**config.mk**
```make
export PLATFORM = sky130hd
export DESIGN_NAME = pwm_bank
export DESIGN_NICKNAME = d
export VERILOG_FILES = /design/src/pwm_pkg.sv /design/src/pwm_channel.sv /design/src/pwm_bank.sv
export VERILOG_INCLUDE_DIRS = /design/src
export SDC_FILE = /design/constraint.sdc
export NUM_CORES = 1
export LEC_CHECK = 0
export ABC_AREA = 1
export BUFFER_PORTS_ARGS = -buffer_cell sky130_fd_sc_hd__buf_2
export CAP_MARGIN = 20
export CELL_PAD_IN_SITES_DETAIL_PLACEMENT = 0
export CELL_PAD_IN_SITES_GLOBAL_PLACEMENT = 2
export CORE_ASPECT_RATIO = 1.2
export CORE_MARGIN = 5
export CORE_UTILIZATION = 41
export DETAILED_ROUTE_END_ITERATION = 16
export PLACE_DENSITY_LB_ADDON = 0.25
export SLEW_MARGIN = 20
export SYNTH_ARGS = -nofsm -noshare
export SYNTH_HDL_FRONTEND = slang
export SYNTH_SLANG_ARGS = --single-unit
```
**constraint.sdc**
```tcl
create_clock -name pclk -period 3.9 [get_ports pclk]
set_input_delay 0.585 -clock pclk [delete_from_list [all_inputs] [get_ports pclk]]
set_output_delay 0.585 -clock pclk [all_outputs]
set_load 0.02 [all_outputs]
```
**src/pwm_consts.svh**
```systemverilog
`ifndef PWM_CONSTS_SVH
`define PWM_CONSTS_SVH

// bank shape
`define NUM_CH_DEF 6
`define DIV_W_DEF 16

// register byte offsets
`define A_CTRL 8'h00
`define A_STATUS 8'h04
`define A_INVERT 8'h08
// channel n occupies 16 bytes at 16*n, n = 1..NUM_CH
`define F_CFG 4'h0
`define F_DIV 4'h4
`define F_TRIG 4'h8

// field positions
`define B_ENABLE 0
`define B_SINGLE 1
`define B_CLKSEL 2
`define B_GROUP 3
`define B_JOINT 0
`define B_FIRE 0
`define B_APPLY 1
`define B_LVL 8
`define DIV_HI_LSB 0
`define DIV_LO_LSB 16

// reset values
`define RST_WORD 32'h0000_0000
`define RST_CFG 36'h0_0000_0000

`endif

```
**src/pwm_pkg.sv**
```systemverilog
`include "pwm_consts.svh"

package pwm_pkg;

    typedef enum logic [1:0] {
        ST_IDLE,
        ST_HIGH,
        ST_LOW
    } chan_state_t;

    typedef struct packed {
        logic [`DIV_W_DEF-1:0] low_div;
        logic [`DIV_W_DEF-1:0] high_div;
        logic group;
        logic clk_sel;
        logic single;
        logic enable;
    } chan_cfg_t;

endpackage

```
**src/pwm_channel.sv**
```systemverilog
`timescale 1ns/1ps
`include "pwm_consts.svh"

module pwm_channel (
    // clock and reset
    input wire logic pclk,
    input wire logic presetn,
    // control
    input wire logic tick,
    input pwm_pkg::chan_cfg_t cfg,
    input wire logic load,
    input wire logic fire,
    // state
    output logic level,
    output logic busy
);

    pwm_pkg::chan_state_t state, next_state;
    logic [`DIV_W_DEF-1:0] cnt, next_cnt;

    always_comb begin
        next_state = state;
        next_cnt = cnt;
        if (!cfg.enable || load) begin
            next_state = pwm_pkg::ST_IDLE;
        end else begin
            unique case (state)
                pwm_pkg::ST_IDLE: begin
                    if (!cfg.single || fire) begin
                        next_state = pwm_pkg::ST_HIGH;
                        next_cnt = cfg.high_div;
                    end
                end
                pwm_pkg::ST_HIGH: begin
                    if (tick) begin
                        if (cnt == '0) begin
                            next_state = cfg.single ? pwm_pkg::ST_IDLE : pwm_pkg::ST_LOW;
                            next_cnt = cfg.low_div;
                        end else begin
                            next_cnt = cnt - 1'b1;
                        end
                    end
                end
                pwm_pkg::ST_LOW: begin
                    if (tick) begin
                        if (cnt == '0) begin
                            next_state = pwm_pkg::ST_HIGH;
                            next_cnt = cfg.high_div;
                        end else begin
                            next_cnt = cnt - 1'b1;
                        end
                    end
                end
                default: next_state = pwm_pkg::ST_IDLE;
            endcase
        end
    end

    always_ff @(posedge pclk or negedge presetn) begin
        if (!presetn) begin
            state <= pwm_pkg::ST_IDLE;
            cnt <= '0;
        end else begin
            state <= next_state;
            cnt <= next_cnt;
        end
    end

    assign level = (state == pwm_pkg::ST_HIGH);
    assign busy = (state != pwm_pkg::ST_IDLE);
endmodule

```
**src/pwm_bank.sv**
```systemverilog
// Design decisions made here: the register addresses and the APB register port.
`timescale 1ns/1ps
`include "pwm_consts.svh"

// Summary of operation
// - up to six independent channels
// - square wave with programmed duty cycle
// - timing counted from selected input clock
// - separate 16-bit high and low divides
// - apply individually or jointly together
// - invert one output of a pair
// - continuous or single pulse mode
// - clock select: fast PLL or crystal
module pwm_bank #(
    parameter int NUM_CH = `NUM_CH_DEF
) (
    // apb slave
    input wire logic pclk,
    input wire logic presetn,
    input wire logic psel,
    input wire logic penable,
    input wire logic pwrite,
    input wire logic [7:0] paddr,
    input wire logic [31:0] pwdata,
    output logic pready,
    output logic [31:0] prdata,
    output logic pslverr,
    // channel source clocks, sampled as plain inputs
    input wire logic pll_clk_in,
    input wire logic xtal_clk_in,
    // outputs to loads
    output logic [NUM_CH-1:0] pwm_out
);

    localparam int NUM_PAIR = NUM_CH / 2;

    // source clock synchronisers and rising-edge ticks
    logic pll_s1, pll_s2, pll_s3;
    logic xtal_s1, xtal_s2, xtal_s3;
    logic pll_tick, xtal_tick;

    always_ff @(posedge pclk or negedge presetn) begin
        if (!presetn) begin
            pll_s1 <= 1'b0;
            pll_s2 <= 1'b0;
            pll_s3 <= 1'b0;
            xtal_s1 <= 1'b0;
            xtal_s2 <= 1'b0;
            xtal_s3 <= 1'b0;
        end else begin
            pll_s1 <= pll_clk_in;
            pll_s2 <= pll_s1;
            pll_s3 <= pll_s2;
            xtal_s1 <= xtal_clk_in;
            xtal_s2 <= xtal_s1;
            xtal_s3 <= xtal_s2;
        end
    end

    // the pll source must stay below pclk/2 or edges are lost
    assign pll_tick = pll_s2 & ~pll_s3;
    assign xtal_tick = xtal_s2 & ~xtal_s3;

    // register state
    pwm_pkg::chan_cfg_t cfg_pend [NUM_CH];
    pwm_pkg::chan_cfg_t next_cfg_pend [NUM_CH];
    pwm_pkg::chan_cfg_t cfg_act [NUM_CH];
    pwm_pkg::chan_cfg_t next_cfg_act [NUM_CH];
    logic [NUM_CH-1:0] apply_req, next_apply_req;
    logic [NUM_CH-1:0] fire, next_fire;
    logic joint, next_joint;
    logic [NUM_PAIR-1:0] invert, next_invert;
    logic next_pready, next_pslverr;
    logic [31:0] next_prdata;
    logic [NUM_CH-1:0] next_pwm_out;
    logic [NUM_CH-1:0] level, busy, tick_sel, load;

    // address decode
    logic access, commit, ch_hit;
    logic [3:0] ch_num;
    logic [3:0] field;
    int ch_idx;

    assign access = psel & penable;
    assign commit = access & pready;
    assign ch_num = paddr[7:4];
    assign field = paddr[3:0];
    assign ch_hit = (ch_num != 4'h0) && (32'(ch_num) <= NUM_CH)
        && (field == `F_CFG || field == `F_DIV || field == `F_TRIG);
    assign ch_idx = ch_hit ? int'(ch_num) - 1 : 0;

    // read mux and write effects
    always_comb begin
        next_pready = access & ~pready;
        next_pslverr = pslverr;
        next_prdata = prdata;
        next_invert = invert;
        next_joint = 1'b0;
        next_apply_req = '0;
        next_fire = '0;
        for (int i = 0; i < NUM_CH; i++) begin
            next_cfg_pend[i] = cfg_pend[i];
        end
        if (access && !pready) begin
            next_pslverr = 1'b0;
            next_prdata = `RST_WORD;
            if (paddr == `A_CTRL) begin
                next_prdata = `RST_WORD;
            end else if (paddr == `A_STATUS) begin
                next_prdata[NUM_CH-1:0] = busy;
                next_prdata[`B_LVL +: NUM_CH] = pwm_out;
            end else if (paddr == `A_INVERT) begin
                next_prdata[NUM_PAIR-1:0] = invert;
            end else if (ch_hit) begin
                if (field == `F_CFG) begin
                    next_prdata[`B_ENABLE] = cfg_pend[ch_idx].enable;
                    next_prdata[`B_SINGLE] = cfg_pend[ch_idx].single;
                    next_prdata[`B_CLKSEL] = cfg_pend[ch_idx].clk_sel;
                    next_prdata[`B_GROUP] = cfg_pend[ch_idx].group;
                end else if (field == `F_DIV) begin
                    next_prdata[`DIV_HI_LSB +: `DIV_W_DEF] = cfg_pend[ch_idx].high_div;
                    next_prdata[`DIV_LO_LSB +: `DIV_W_DEF] = cfg_pend[ch_idx].low_div;
                end
            end else begin
                next_pslverr = 1'b1;
            end
        end
        if (commit && pwrite && !pslverr) begin
            if (paddr == `A_CTRL) begin
                next_joint = pwdata[`B_JOINT];
            end else if (paddr == `A_INVERT) begin
                next_invert = pwdata[NUM_PAIR-1:0];
            end else if (ch_hit) begin
                if (field == `F_CFG) begin
                    next_cfg_pend[ch_idx].enable = pwdata[`B_ENABLE];
                    next_cfg_pend[ch_idx].single = pwdata[`B_SINGLE];
                    next_cfg_pend[ch_idx].clk_sel = pwdata[`B_CLKSEL];
                    next_cfg_pend[ch_idx].group = pwdata[`B_GROUP];
                    // an ungrouped channel takes its settings at once
                    next_apply_req[ch_idx] = ~pwdata[`B_GROUP];
                end else if (field == `F_DIV) begin
                    next_cfg_pend[ch_idx].high_div = pwdata[`DIV_HI_LSB +: `DIV_W_DEF];
                    next_cfg_pend[ch_idx].low_div = pwdata[`DIV_LO_LSB +: `DIV_W_DEF];
                    next_apply_req[ch_idx] = ~cfg_pend[ch_idx].group;
                end else begin
                    next_fire[ch_idx] = pwdata[`B_FIRE];
                    next_apply_req[ch_idx] = pwdata[`B_APPLY];
                end
            end
        end
    end

    // pending to active transfer; a joint strobe moves every grouped channel together
    always_comb begin
        for (int i = 0; i < NUM_CH; i++) begin
            load[i] = apply_req[i] | (joint & cfg_pend[i].group);
            next_cfg_act[i] = load[i] ? cfg_pend[i] : cfg_act[i];
            tick_sel[i] = cfg_act[i].clk_sel ? xtal_tick : pll_tick;
        end
    end

    // differential pairs invert the odd member
    always_comb begin
        for (int i = 0; i < NUM_CH; i++) begin
            next_pwm_out[i] = level[i];
            if (i % 2 == 1 && i / 2 < NUM_PAIR) begin
                next_pwm_out[i] = level[i] ^ invert[i / 2];
            end
        end
    end

    always_ff @(posedge pclk or negedge presetn) begin
        if (!presetn) begin
            pready <= 1'b0;
            pslverr <= 1'b0;
            prdata <= `RST_WORD;
            invert <= '0;
            joint <= 1'b0;
            apply_req <= '0;
            fire <= '0;
            pwm_out <= '0;
            for (int i = 0; i < NUM_CH; i++) begin
                cfg_pend[i] <= `RST_CFG;
                cfg_act[i] <= `RST_CFG;
            end
        end else begin
            pready <= next_pready;
            pslverr <= next_pslverr;
            prdata <= next_prdata;
            invert <= next_invert;
            joint <= next_joint;
            apply_req <= next_apply_req;
            fire <= next_fire;
            pwm_out <= next_pwm_out;
            for (int i = 0; i < NUM_CH; i++) begin
                cfg_pend[i] <= next_cfg_pend[i];
                cfg_act[i] <= next_cfg_act[i];
            end
        end
    end

    // one independent engine per channel
    for (genvar g = 0; g < NUM_CH; g++) begin : g_ch
        pwm_channel u_ch (
            .pclk(pclk),
            .presetn(presetn),
            .tick(tick_sel[g]),
            .cfg(cfg_act[g]),
            .load(load[g]),
            .fire(fire[g]),
            .level(level[g]),
            .busy(busy[g])
        );
    end
endmodule

```
; ---- Yosys cells after proc, flatten, opt, wreduce, memory -nomap -nowiden
; Cells that the tools add are included.
[word_totals]
register_bits = 596
in_bits = 47
out_inout_bits = 40
[op_classes]
addsub = 7
order_cmp = 5
eq_ne = 64
mux = 145
bitwise = 38
n_reduce_logical = 77
[ops]
columns = cell, count
row1 = 216-bit bitwise mux, 6
row2 = 36-bit demux with 3-bit select, 6
row3 = 16-bit two-way mux, 30
row4 = 216-bit two-way mux, 2
row5 = 16-bit one-hot mux with 3 select lines, 6
row6 = 32-bit two-way mux, 4
row7 = 36-bit binary-select mux with 3-bit select, 1
row8 = 36-bit two-way mux, 3
row9 = 16-bit logical NOT, 6
row10 = "16-bit by 1-bit subtractor with 16-bit output, second input constant", 6
row11 = 2-bit two-way mux, 44
row12 = 6-bit two-way mux, 14
row13 = 5-bit AND reduction, 13
row14 = "3-bit by 1-bit != test with 1-bit output, second input constant", 18
row15 = "2-bit by 1-bit != test with 1-bit output, second input constant", 18
row16 = 2-bit one-hot mux with 3 select lines, 6
row17 = "32-bit by 1-bit >= comparator with 1-bit output, second input constant", 1
row18 = "32-bit by 4-bit >= comparator with 1-bit output, second input constant", 1
row19 = "32-bit by 1-bit less-than comparator with 1-bit output, second input constant", 1
row20 = "32-bit by 5-bit less-than comparator with 1-bit output, second input constant", 1
row21 = 32-bit NOT, 1
row22 = 29-bit two-way mux, 1
row23 = 28-bit two-way mux, 1
row24 = 6-bit AND, 4
row25 = other kinds (30), 142

; ---- Longest topological paths before layout
; Gate-level depths: netlist (run 1).
[logic_depth]
depth_word = 17
depth_mapped = 19
ltp_nobuf = 18

; ---- Cells and area by module
; Synthesis (run 1) repeated with hierarchy kept, for this count alone.
[hier_totals]
hier_cells = 4085
area_unflattened_um2 = 32785.2
[by_module_without_submodules]
columns = mod, instances, cells_per_inst, area_per_inst_um2
row1 = pwm_bank, 1, 1988, 20255.7
row2 = pwm_channel (g_ch[1].u_ch ...), 4, 351, 2090.8
row3 = pwm_channel (g_ch[0].u_ch), 1, 351, 2138.3
row4 = pwm_channel (g_ch[5].u_ch), 1, 342, 2028.2

; ---- Worst setup path before layout (run 1)
; OpenSTA, ideal clock, no wires.
[synth_path]
path_type = input port to flip-flop
start = in paddr[4]
end = reg prdata[21]
arrival_time_ns = 2.597
required_time_ns = 3.775
path_slack_ns = 1.178
stages = 12
path_buffers = 3
path_cell_list = clkinv_1 ha_1 clkbuf_1 inv_1 o21ai_4 nand2_1 buf_4 buf_6 o21ai_0 a21oi_1 o2111ai_1 nand2_1
[synth_between]
elab_chain_cells = 14
word_cells_on_any_way = 19
[synth_rtl]
columns = element, line
row1 = from (decl), pwm_bank.sv:23  ; input wire logic [7:0] paddr,
row2 = 4-bit by 3-bit <= comparator with 1-bit output or 4-bit nonzero test (tied branches), pwm_bank.sv:88  ; assign ch_hit = (ch_num != 4'h0) && (32'(ch_num) <= NUM_CH)
row3 = 1-bit logical AND (2 in a row), pwm_bank.sv:88
row4 = 32-bit two-way mux, pwm_bank.sv:90  ; assign ch_idx = ch_hit ? int'(ch_num) - 1 : 0;
row5 = 32-bit NOT (implied by the code), pwm_bank.sv:122  ; next_prdata[`DIV_LO_LSB +: `DIV_W_DEF] = cfg_pend[ch_idx].low_div;
row6 = 36-bit binary-select mux with 3-bit select, pwm_bank.sv:122
row7 = 36-bit two-way mux (2 in a row), -
row8 = 32-bit two-way mux, pwm_bank.sv:120  ; end else if (field == `F_DIV) begin
row9 = 28-bit two-way mux, pwm_bank.sv:115  ; if (field == `F_CFG) begin
row10 = 32-bit two-way mux, pwm_bank.sv:114  ; end else if (ch_hit) begin
row11 = 29-bit two-way mux, pwm_bank.sv:112  ; end else if (paddr == `A_INVERT) begin
row12 = 18-bit two-way mux, pwm_bank.sv:109  ; end else if (paddr == `A_STATUS) begin
row13 = 32-bit two-way mux *, pwm_bank.sv:107  ; if (paddr == `A_CTRL) begin
row14 = to (signal assigned), pwm_bank.sv:176  ; prdata <= `RST_WORD;
row15 = to (signal assigned), pwm_bank.sv:189  ; prdata <= next_prdata;
row16 = to (decl), pwm_bank.sv:26  ; output logic [31:0] prdata,
; Mark *: on every way between the ends. The rest lies on a longest branch, timed or not. The select of a mux whose other input is x is not followed.
; A chain may end at the register's enable or synchronous reset.

; ---- Final worst setup path (run 1)
[layout_path]
start = reg g_ch[3].u_ch.state[0]
end = reg g_ch[3].u_ch.cnt[9]
[layout_between]
elab_chain_cells = 3
word_cells_on_any_way = 9
[layout_rtl]
columns = element, line
row1 = from (decl), pwm_channel.sv:18  ; pwm_pkg::chan_state_t state, next_state;
row2 = from (signal assigned), pwm_channel.sv:61  ; state <= pwm_pkg::ST_IDLE;
row3 = from (signal assigned), pwm_channel.sv:64  ; state <= next_state;
row4 = "2-bit by 1-bit equality test with 1-bit output, or another cell as far along", pwm_channel.sv:27  ; unique case (state)
row5 = 2-bit by 1-bit != test with 1-bit output (no source line) or 3-bit nonzero test (tied branches), -
row6 = 5-bit AND reduction (no source line), -
row7 = to (signal assigned), pwm_channel.sv:65  ; cnt <= next_cnt;
row8 = to (decl), pwm_channel.sv:19  ; logic [`DIV_W_DEF-1:0] cnt, next_cnt;
; Several ways; a longest one is shown, not always the timed one.

==> run summary, run 1 <==
After legalization and detailed placement, the total HPWL measured 79.81 mm. The number of nets in the synthesized netlist is 3717. Most instantiated flip-flop cell in the synthesis netlist: dfrtp_1. The logs give 0 for the number of failing hold endpoints at the final stage and 24966 for the number of global-route vias before repair. The die height is 303.4 µm, and the number of nets in the finished design is 3762.

The logs give 3635 for the post-synthesis cell count and 3.51 ns for the signal arrival time at the worst endpoint. The number of different library cells in the post-synthesis netlist is 57. The tools report the number of vias in the routed layout as 25669. After routing, the total negative slack on setup checks comes to 0 ns.

The number of DRC markers in iteration 0 came out at 2535. The flow ran to the end, and the final reports show no timing, DRC or antenna violations. Buffers placed on the I/O ports in this run total 86. At the end of routability-driven placement, the weighted congestion stood at 0.9680. In this run the critical register-to-register path is captured at g_ch[3].u_ch.cnt[9]. Number of antenna violations at the first check in global routing: 4.

The detailed-route wire length was 108.2 mm; the number of clock sinks was 596. The starting density of the core was 41.36%; the maximum number of pins on one net before global-route repair was 100. The tools report the sequential area share after synthesis as 50.72%. The worst register-to-register path begins at g_ch[3].u_ch.state[0]. Cell row count: 107. Relative to the synthesized area, the layout overhead comes to 12.83%. The clock slew at the register clock pins of the worst setup and hold paths is 0.06 ns, and the worst hold slack after final layout is 0.09724 ns. Worst setup skew after layout: 0.02357 ns. For this design the ratio of total power to cell area is 412.1 mW/mm². The average wire length per cell after detail routing is 23.25 µm, and the die boundary width is 254.5 µm. Max-cap violations in this run came to 0. Summed over all cells, the static leakage comes to 16.47 nW. The worst setup path is captured at a flip-flop. For this run, design rule violations remaining after detail routing come to 0. Static timing analysis puts the maximum clock frequency at 327.8 MHz. Path type of the worst setup path: reg -> reg. The critical path required time was 4.36 ns; the number of warnings issued by yosys was 0. Setup repair after global routing left no endpoint under its margin. The synthesized netlist occupies a cell area of 0.02940 mm². The number of enable-type register cells in the synthesized netlist is 0, and the share of synthesized registers carrying an async set or reset is 100.0%.

For the worst flop-to-flop path, the logic depth is 11. Counting along the longest clock path gives a buffer depth of 3. The worst hold path belongs to the class in -> reg.

Using the TritonRoute via totals, the vias-per-cell ratio works out to 5.514. The total overflow left after global routing is 0. Across the VDD grid, the largest voltage drop is 0.3130 mV.

The synthesized area per cell was 8.089 µm²; the minimum clock period after layout was 3.050 ns. The final worst-path cycle share is 78.22%, and the top-level I/O count is 87. TritonCTS created 68 clock buffers. Gates resized during post-CTS repair numbered 0.

The largest fanout on the critical path is 19. The tools report the source of the critical timing path as g_ch[3].u_ch.state[0]. For the max-slew violation count, the log shows 0. The total die area was 0.07720 mm².

The slew at the pin closest to its max-slew limit is 1.000 ns, and the number of register bits inferred by synthesis is 596. The logs give 3 for the number of H-tree levels and 162.4 mm for the first-pass GRT wire length. In this run the clock root is driven by a clkbuf_16. For the worst-skew pair, the clock arrives at the later sink with an insertion delay of 0.61 ns. The worst slew margin relative to its limit is 33.23%. Following the worst setup path forward leads to its endpoint at g_ch[3].u_ch.cnt[9]. For this run, the total global-route usage over all layers was measured as 27.76%. The worst setup path is launched from a flip-flop. Setup violations remaining at the end of the flow were counted as 0.

Of the cells placed in the final design, the portion with a size suffix greater than 1 is 8.986%. The first detailed-routing pass took 6 iterations. In this run the remaining antenna-violating nets after routing total 0. Setup slack on the worst reg-to-reg path comes out at 0.85 ns. The run gives 0.07109 mm² as the area of the core. TritonCTS built the clock tree.
## per-layer routing
| metal | share of wire, % | GRT usage [%] | wire, µm |
|---|---|---|---|
| met3 | 5.5 | 3.393 | 5974 |
| met5 | 0.0083 | 0 | 9 |
| met1 | 45 | 39.88 | 48510 |
| met2 | 46 | 43.71 | 49750 |
| met4 | 3.7 | 9.744 | 3988 |
## worst max-delay path, stage by stage (launching register included)
cell,delay [ns]
dfrtp_1,0.37
inv_1,0.08
ha_1,0.41
nor2_1,0.18
inv_1,0.14
o211ai_1,0.15
nand2_1,0.13
nor3_4,0.36
clkinv_1,0.38
buf_4,0.32
a21oi_1,0.26
a22oi_1,0.11
## sequential cells by signal, indices dropped and copies added (netlist names), 3 cells and up
signal and flops:
pwm_out 6, prdata 32, g_ch.u_ch.state 12, invert 3, cfg_act 210, g_ch.u_ch.cnt 96, cfg_pend 216, fire 6
apply_req 6
## cell families (layout without fill, tap and decap cells)
group / Yosys count / count (layout) / synth area share, %
adders and majority gates: 35 / 35 / 1.489
other: 0 / 1 / 0
buffers and inverters: 505 / 598 / 7.068
and+or+nand+nor: 1520 / 1520 / 21.14
AOI/OAI and AO/OA: 919 / 919 / 17.77
xor gates and xnor gates: 60 / 60 / 1.813
DFF: 596 / 596 / 50.72
## cell usage after synthesis, types with 6 or more instances
master	count	area share (%)
a21oi_1	147	2.5
a22o_1	6	0.18
a22oi_1	50	1.3
a31oi_1	9	0.19
buf_2	32	0.54
buf_4	6	0.15
buf_6	16	0.61
clkbuf_1	110	1.4
clkinv_1	9	0.11
dfrtp_1	596	51
ha_1	35	1.5
inv_1	319	4.1
inv_2	9	0.11
nand2_1	1077	14
nand2_2	6	0.13
nand3_1	113	1.9
nand4_1	24	0.51
nor2_1	225	2.9
nor2_2	8	0.17
nor3_1	28	0.48
o2111ai_1	16	0.48
o211ai_1	57	1.5
o21ai_0	440	7.5
o21ai_1	99	1.7
o21ai_2	29	0.86
o221ai_1	7	0.21
o22ai_1	37	0.79
o31ai_1	6	0.15
xnor2_1	8	0.24
xor2_1	51	1.5
## worst min-delay path by stage
stage | start | end | slack (ns) | cells after the start
2_1_floorplan | presetn | apply_req[0] | 0.29 | 0
3_3_place_gp | xtal_s1 | xtal_s2 | 0.33 | 0
3_5_place_dp | xtal_s1 | xtal_s2 | 0.34 | 0
4_1_cts | xtal_clk_in | xtal_s1 | 0.07 | 1
5_1_grt | xtal_clk_in | xtal_s1 | 0.08 | 1
6_report | xtal_clk_in | xtal_s1 | 0.1 | 1
## power breakdown
part           internal [mW]  total, mW  switching (mW)
registers               6.20       6.21          0.0158
clock network           4.29       7.01            2.72
logic                 0.0784      0.450           0.371
total                   10.6       13.7            3.10
## area by class of cell
cell class,count,area [µm²]
Fill cell,7035,37910
Sequential cell,596,14910
Multi-Input combinational cell,2534,12420
Clock buffer,91,1942
Inverter,337,1265
Tap cell,926,1159
Timing Repair Buffer,143,1016
Clock inverter,27,457.9
Antenna cell,1,2.502
## timing repair
action | CTS | global route
hold endpoints to repair | 62 | 0
setup buffers | 0 | 0
hold buffers | 1 | 0
endpoints found under the setup margin | 0 | 0
## cells in the final DEF, fill, tap and decap left out, types with 5 or more instances in the layout
cell          n
xor2_1       51
o21ai_0     440
a31oi_1       9
nor2_4        5
or2_2         5
a21oi_1     147
a2bb2oi_1     5
clkinv_2      9
nor3_1       28
clkinv_1      9
nand4_1      24
xnor2_1       8
nor2_1      221
nand3_1     113
nand2_4       5
clkbuf_16    71
ha_1         35
o211ai_1     57
o22ai_1      37
o2111ai_1    16
nand2_2       6
nor2_2       12
o31ai_1       6
clkbuf_8      9
buf_2        85
o221ai_1      7
buf_12       10
dfrtp_1     596
inv_2         9
buf_4        45
bufinv_16    12
or2_0         5
clkbuf_1     11
a22oi_1      50
o21ai_1      99
a22o_1        6
nor4_1        5
o21ai_2      29
nand2_1    1077
inv_1       319
## metrics by stage
stage                     worst slack, ns  instance area (µm²)  power [mW]  std cells  util [%]
final                              0.8495                33180       13.67       4655     46.67
after global placement             0.6676                30740       6.775       4534     43.24
after detailed placement           0.6142                30740       6.780       4534     43.24
after global routing               0.7284                33180       14.05       4655     46.67
after floorplan                     1.178                29400       6.462       3635         -
after CTS                          0.9167                33150       13.79       4653     46.63
Power figures use the tool's default switching activity.
==> run 2: changes to the inputs <==
Settings changed: CORE_UTILIZATION 41 to 35.
Clock period 3.9 ns to 2.7 ns, I/O delays scaled along.
==> run summary, run 2 (synthesis gave the netlist of run 1 again) <==
The fraction of layout instances using a drive strength above 1 was 11.42% (was 8.986%); the top-level I/O count was 87 (unchanged). The reported leakage power came out at 16.98 nW (was 16.47 nW). The path type of the worst setup path is reg -> reg (unchanged). The detailed-route wire length came out at 109.1 mm (was 108.2 mm). The number of buffers added by the clock tree synthesis step was 70 (was 68); the total die area was 0.08993 mm² (was 0.07720 mm²). Top flop regs: cfg_pend (216), cfg_act (210), g_ch.u_ch.cnt (96) (unchanged). The run gives 35.23% (was 41.36%) as the starting density of the core. The maximum VDD drop was 0.4876 mV (was 0.3130 mV); the maximum single-stage delay on the critical path was 0.40 ns (was 0.41 ns).

The number of buffer and inverter instances along the worst setup path was 5 (was 4). The flow ran to the end, and the final reports show no timing, DRC or antenna violations. The logs give 24734 (was 24966) for the number of global-route vias before repair and 404.8 MHz (was 327.8 MHz) for the fmax.

Most common library cell in the layout ignoring fill and taps: nand2_1 (unchanged). The master of the slowest instance on the critical path is nor2_1 (was ha_1). The global-route usage over all layers was 24.08% (was 27.76%).

The tools report the area of the core as 0.08346 mm² (was 0.07109 mm²). The number of antenna violations at the first check in global routing came out at 3 (was 4). For the number of H-tree levels, the log shows 3 (unchanged). TritonCTS built the clock tree. The slew at the pin closest to its max-slew limit is 0.8110 ns (was 1.000 ns), and the final setup violation count is 0 (unchanged). The number of vias in the routed layout is 25380 (was 25669), and the total non-filler cell area in the finished layout is 0.03424 mm² (was 0.03318 mm²).

For the routability-driven placement congestion ratio, the log shows 0.8821 (was 0.9680). The logs give 45.87% (was 33.23%) for the worst slew margin relative to its limit and 0 (unchanged) for the DRC violation count after routing. The run gives 0 (unchanged) as the max-slew violation count.

The total power density per cell area is 565.8 mW/mm² (was 412.1 mW/mm²), and the number of buffers added on ports is 86 (unchanged). For the worst setup skew after layout, the log shows 0.02714 ns (was 0.02357 ns). Cell chain of the critical path: inv_1, nor2_1, clkinvlp_4, buf_4, nand2_1, o21ai_0, inv_1, o21ai_0, nor3_2, inv_2, a21oi_1, a22oi_1 (was inv_1, ha_1, nor2_1, inv_1, o211ai_1, nand2_1, nor3_4, clkinv_1, buf_4, a21oi_1, a22oi_1). The minimum clock period after layout works out to 2.471 ns (was 3.050 ns).

The run gives 81.42 mm (was 79.81 mm) as the placed wire-length estimate. The signed area change from the synthesized netlist to the final layout was 16.45% (was 12.83%); the overall overflow remaining after global route was 0 (unchanged). The logs give 596 (unchanged) for the number of clock sinks and 2.95 ns (was 3.51 ns) for the signal arrival time at the worst endpoint. The cell row count is 116 (was 107), and the largest fanout on the critical path is 24 (was 19). For the number of DRC markers in iteration 0, the log shows 2286 (was 2535). Instance area at placement: 0.03188 mm² (was 0.03074 mm²).

The logs give 3.17 ns (was 4.36 ns) for the critical path required time and 0.01491 mm² (unchanged) for the flip-flop and latch area. The die height is 327.5 µm (was 303.4 µm), and the clock network latency to the later pin of the worst-skew pair is 0.62 ns (was 0.61 ns). The tools report the endpoint kind of the worst setup timing path as a flip-flop (unchanged). The final worst-path cycle share works out to 91.51% (was 78.22%). Type of the worst min-delay path: in -> reg (unchanged). The family of cells with the greatest summed delay on the critical path was buffers and inverters (unchanged). The die boundary width was 274.6 µm (was 254.5 µm). The cell at the root of the clock tree is clkbuf_16 (unchanged). The clock slew at the register clock pins of the worst setup and hold paths works out to 0.06 ns (about the same).

The tools report the number of routed nets with antenna violations as 0 (unchanged). The nature of the critical path startpoint was a flip-flop (unchanged). The filler cell count is 8597 (was 7035), and the final total power is 19.37 mW (was 13.67 mW).

The antenna diode count is 0 (was 1), and the first-pass GRT wire length is 163.9 mm (was 162.4 mm). For the detailed-router iteration count before antenna repair, the log shows 5 (was 6). Average wire length per cell after detail routing: 22.03 µm (was 23.25 µm).

The flip-flop count of the largest register, all copies and words added was 216 (unchanged); the number of violations of the max-capacitance limit was 0 (unchanged). The number of vias per cell is 5.122 (was 5.514). The largest register by flop count was cfg_pend (unchanged).

The multi-input combinational cell area is 0.01242 mm² (about the same), and the maximum number of pins on one net before global-route repair is 89 (was 100). Number of nets in the finished design: 3867 (was 3762). The buffer levels on the longest clock path came out at 3 (unchanged). Commonest non-fill, non-tap cells in the layout: 1077 x nand2_1, 596 x dfrtp_1, 440 x o21ai_0 (unchanged). The number of failing hold endpoints at the final stage was 0 (unchanged).
-- run 2: cell count changes in the layout (fill, tap and decap cells not counted), moves of 2 or more --
cell           previous run  this run
bufinv_16                12         5
clkbuf_8                  9        11
inv_1                   319       317
clkbuf_1                 11        15
clkinv_8                  0         2
dlygate4sd3_1             1         3
clkinv_4                  2         0
buf_4                    45       134
clkbuf_16                71        73
clkinv_2                  9        12
buf_12                   10        22
-- run 2: repair_timing --
action | CTS | global route
endpoints found under the setup margin | 0 | 6
hold buffers | 3 | 0
hold endpoints to repair | 29 | 0
setup buffers | 0 | 1
resized for setup | 0 | 3
-- run 2: per-stage QoR --
step                hold WS [ns]  worst slack (ns)  std cells    TNS [ns]  util (%)
finish                   0.06721            0.2294       4955           0     41.03
detailed placement        0.3347           0.04078       4829           0     38.20
floorplan                 0.1094            0.1584       3635           0         -
CTS                      0.03758            0.1819       4953           0     41.00
global placement          0.3349           0.07225       4829           0     38.20
global route             0.06848        -0.0006852       4955  -0.0006852     41.03
-- run 2: path summary, 6_finish.rpt --
| path | cells after the start | slack, ns | end | start |
|---|---|---|---|---|
| max in group asynchronous | 3 | 1.50 | cfg_pend[142] | presetn |
| worst max register to register | 12 | 0.23 | g_ch[2].u_ch.cnt[15] | pll_s2 |
| worst max-delay path | 12 | 0.23 | g_ch[2].u_ch.cnt[15] | pll_s2 |
| min in group asynchronous | 2 | 0.29 | g_ch[4].u_ch.cnt[14] | presetn |
| worst min-delay path | 3 | 0.07 | joint | pwrite |
| worst min register to register | 0 | 0.35 | xtal_s2 | xtal_s1 |
-- run 2: cell type report --
cell class	instances	share of cell area (%)
clock buffers	99	5.941
clock inverters	22	0.7783
inverters	337	3.705
multi-input cells	2534	36.28
flip-flops and latches	596	43.55
well taps	1121	4.096
repair buffers	246	5.642
-- run 2: worst register-to-register path: stages, from the launching register on --
cell,delay (ns)
dfrtp_1,0.34
inv_1,0.04
nor2_1,0.40
clkinvlp_4,0.18
buf_4,0.22
nand2_1,0.07
o21ai_0,0.09
inv_1,0.12
o21ai_0,0.13
nor3_2,0.18
inv_2,0.22
a21oi_1,0.26
a22oi_1,0.10
-- run 2: layer usage --
layer | vias to the layer above | global-route usage, % | wire [µm]
li1 | 12269 | - | -
met3 | 142 | 2.828 | 4957
met1 | 12328 | 34.39 | 50160
met4 | 4 | 6.998 | 3012
met5 | - | 0 | 16
met2 | 637 | 38.68 | 51000
-- run 2: power by group --
part / total [mW] / switching [mW] / internal, mW / leakage (nW)
clock: 9.69 / 3.96 / 5.73 / 1.13
sequential: 8.97 / 0.0178 / 8.95 / 8.31
combinational: 0.712 / 0.548 / 0.164 / 7.53
total: 19.4 / 4.53 / 14.8 / 17.0
==> run 3: changes to the inputs <==
Settings changed: CTS_CLUSTER_SIZE from default to 12, PLACE_DENSITY_LB_ADDON 0.25 to 0.1.
==> run summary, run 3 (synthesis gave the netlist of run 1 again) <==
Setup repair after global routing left no endpoint under its margin. The run gives 3.9% (was 3.7%) as the combinational share of power. For the number of antenna violations at the first check in global routing, the log shows 2 (was 3).

The fraction of power consumed by sequential logic is 46.0% (was 46.3%). Final total power: 19.51 mW (was 19.37 mW). The tools report the cell row count as 116 (unchanged). The sum of met2 wire segment lengths after detailed routing was 53.47 mm (was 51.00 mm); the starting density of the core was 35.23% (unchanged).

The tools report the signal arrival time at the worst endpoint as 2.95 ns (about the same). The die boundary width was 274.6 µm (unchanged). The number of nets in the finished design was 3883 (was 3867); the clock network latency to the later pin of the worst-skew pair was 0.62 ns (about the same). The tools report the register-to-register path setup slack as 0.20 ns (was 0.23 ns).

The clock slew at the register clock pins of the worst setup and hold paths was 0.06 ns (about the same). The fraction of layout instances using a drive strength above 1 works out to 11.65% (was 11.42%). The number of routed nets with antenna violations was 0 (unchanged); the final setup violation count was 0 (unchanged).

The worst hold path cell count was 3 (unchanged); the top-level I/O count was 87 (unchanged). Commonest non-fill, non-tap cells in the layout: 1076 x nand2_1, 596 x dfrtp_1, 440 x o21ai_0 (was 1077 x nand2_1, 596 x dfrtp_1, 440 x o21ai_0). The nature of the critical path startpoint is a flip-flop (unchanged).

The logs give 114.8 mm (was 109.1 mm) for the detailed-route wire length and 4.581 mW (was 4.531 mW) for the net switching power. The run gives 0 (unchanged) as the DRC violation count after routing. The routability-driven placement congestion ratio is 0.9591 (was 0.8821). Origin of the critical flop-to-flop path: xtal_s3 (was pll_s2).

The average wire length per cell after detail routing came out at 23.10 µm (was 22.03 µm). The type of the worst min-delay path is in -> reg (unchanged). Maximum number of pins on one net before global-route repair: 78 (was 89). The number of vias in the routed layout was 25948 (was 25380). The reported leakage power came out at 17.08 nW (was 16.98 nW). Largest register by flop count: cfg_pend (unchanged). The flow ran to the end, and the final reports show no timing, DRC or antenna violations. The total internal power was 14.93 mW (was 14.84 mW). The number of H-tree levels is 3 (unchanged). The signed area change from the synthesized netlist to the final layout was 17.14% (was 16.45%); the overall overflow remaining after global route was 0 (unchanged).

The largest fanout on the critical path was 22 (was 24); the max-slew violation count was 0 (unchanged). The run gives 0 (unchanged) as the number of violations of the max-capacitance limit. The tools report the cell at the root of the clock tree as clkbuf_16 (unchanged). The path type of the worst setup path is reg -> reg (unchanged).

The die height came out at 327.5 µm (unchanged). The logs give 51.67 mm (was 50.16 mm) for the routed length on met1 and 171.8 mm (was 163.9 mm) for the first-pass GRT wire length. The flip-flop count of the largest register, all copies and words added is 216 (unchanged), and the detailed-router iteration count before antenna repair is 6 (was 5).

The endpoint kind of the worst setup timing path was a flip-flop (unchanged). The critical path required time came out at 3.15 ns (was 3.17 ns). The highest routed metal layer was met4 (was met5). TritonCTS built the clock tree.

The maximum VDD drop is 0.4846 mV (was 0.4876 mV), and the met3 routed wirelength is 6.117 mm (was 4.957 mm). The slew at the pin closest to its max-slew limit works out to 0.8139 ns (was 0.8110 ns). The total power density per cell area came out at 566.4 mW/mm² (was 565.8 mW/mm²).

The endpoint with the worst hold slack was joint (unchanged). Top flop regs: cfg_pend (216), cfg_act (210), g_ch.u_ch.cnt (96) (unchanged). The worst setup skew after layout is 0.02361 ns (was 0.02714 ns), and the clock network fraction of design power is 50.1% (was 50.0%). The tools report the startpoint of the lowest-slack hold path as penable (was pwrite). The minimum clock period after layout came out at 2.503 ns (was 2.471 ns).

The worst reg2reg path endpoint was g_ch[1].u_ch.cnt[8] (was g_ch[2].u_ch.cnt[15]). For the summed negative setup slack over all endpoints, the log shows 0 ns (unchanged). The final worst-path cycle share was 92.69% (was 91.51%); the total die area was 0.08993 mm² (unchanged). The number of global-route vias before repair was 25502 (was 24734). Number of vias per cell: 5.223 (was 5.122). The post-layout utilization of the core was 41.27% (was 41.03%). The number of DRC markers in iteration 0 was 2370 (was 2286); the number of clock sinks was 596 (unchanged). The fmax came out at 399.6 MHz (was 404.8 MHz). The switching power as a share of total power was 23.48% (was 23.39%); the placed wire-length estimate was 86.07 mm (was 81.42 mm).

The global-route usage over all layers is 25.36% (was 24.08%), and the number of buffers added by the clock tree synthesis step is 71 (was 70). The antenna diode count was 0 (unchanged). The number of buffers added on ports was 86 (unchanged); the buffer levels on the longest clock path was 3 (unchanged). The depth of the worst register-to-register path was 10 (was 12); the worst slew margin relative to its limit was 45.68% (was 45.87%). Most common library cell in the layout ignoring fill and taps: nand2_1 (unchanged). The area of the core was 0.08346 mm² (unchanged). The filler cell count was 8442 (was 8597); the number of failing hold endpoints at the final stage was 0 (unchanged).
run 3: changes by cell type in the layout (fill, tap and decap cells not counted), sizes merged:
cell	before	now
clkinvlp	3	0
bufinv	5	8
buf	243	258
clkbuf	99	94
inv	328	331
run 3: critical path, stage by stage (launching register included):
cell and delay (ns):
dfrtp_1 0.36, nor2_1 0.11, buf_4 0.21, inv_1 0.06
o21ai_0 0.30, buf_4 0.20, o32ai_1 0.08, nor3_1 0.26
inv_1 0.41, a21oi_1 0.26, a22oi_1 0.09
run 3: what timing repair did:
item | CTS | global route
hold buffers | 3 | 0
setup endpoints to repair | 0 | 5
hold endpoints to repair | 40 | 0
gates resized for setup | 0 | 2
buffers inserted | 0 | 0
run 3: metal layers:
layer / vias up / global-route usage [%]
li1: 12291 / -
met3: 134 / 3.289
met1: 12773 / 36.16
met5: - / 0
met2: 750 / 40.54
met4: 0 / 7.415
run 3: layout make-up:
| cell class | instances | area, µm² | share of cell area, % |
|---|---|---|---|
| sequential | 596 | 14910 | 43.30 |
| multi-input combinational | 2534 | 12430 | 36.08 |
| clock buffer | 94 | 1934 | 5.616 |
| timing repair buffer | 261 | 2150 | 6.241 |
| tap | 1121 | 1403 | 4.072 |
| inverter | 337 | 1265 | 3.672 |
| clock inverter | 25 | 351.6 | 1.021 |
run 3: power by group through the flow:
| stage | Clock, mW | Combinational, mW | Sequential (mW) |
|---|---|---|---|
| 2_1_floorplan | 0 | 0.204 | 9.13 |
| 3_3_place_gp | 0 | 0.761 | 9.13 |
| 3_5_place_dp | 0 | 0.766 | 9.13 |
| 4_1_cts | 9.99 | 0.772 | 8.97 |
| 5_1_grt | 10.3 | 0.817 | 8.97 |
| 6_report | 9.78 | 0.755 | 8.97 |
run 3: metrics by stage:
stage                     area (µm²)  hold slack, ns  cells  worst slack, ns
final                          34440          0.1121   4968           0.1973
after global routing           34440          0.1044   4968          0.02386
after CTS                      34440         0.07017   4968           0.1894
after detailed placement       32120          0.3412   4846          0.05639
after global placement         32120          0.3316   4846          0.05480
after floorplan                29400          0.1094   3635           0.1584
run 3: how the worst max path moves through the flow:
stage	slack [ns]	end	startpoint
2_1_floorplan	0.16	prdata[21]	paddr[4]
3_3_place_gp	0.05	prdata[31]	paddr[4]
3_5_place_dp	0.06	prdata[1]	paddr[4]
4_1_cts	0.19	g_ch[0].u_ch.cnt[13]	g_ch[0].u_ch.cnt[0]
5_1_grt	0.02	g_ch[0].u_ch.state[0]	g_ch[0].u_ch.cnt[0]
6_report	0.20	g_ch[1].u_ch.cnt[8]	xtal_s3
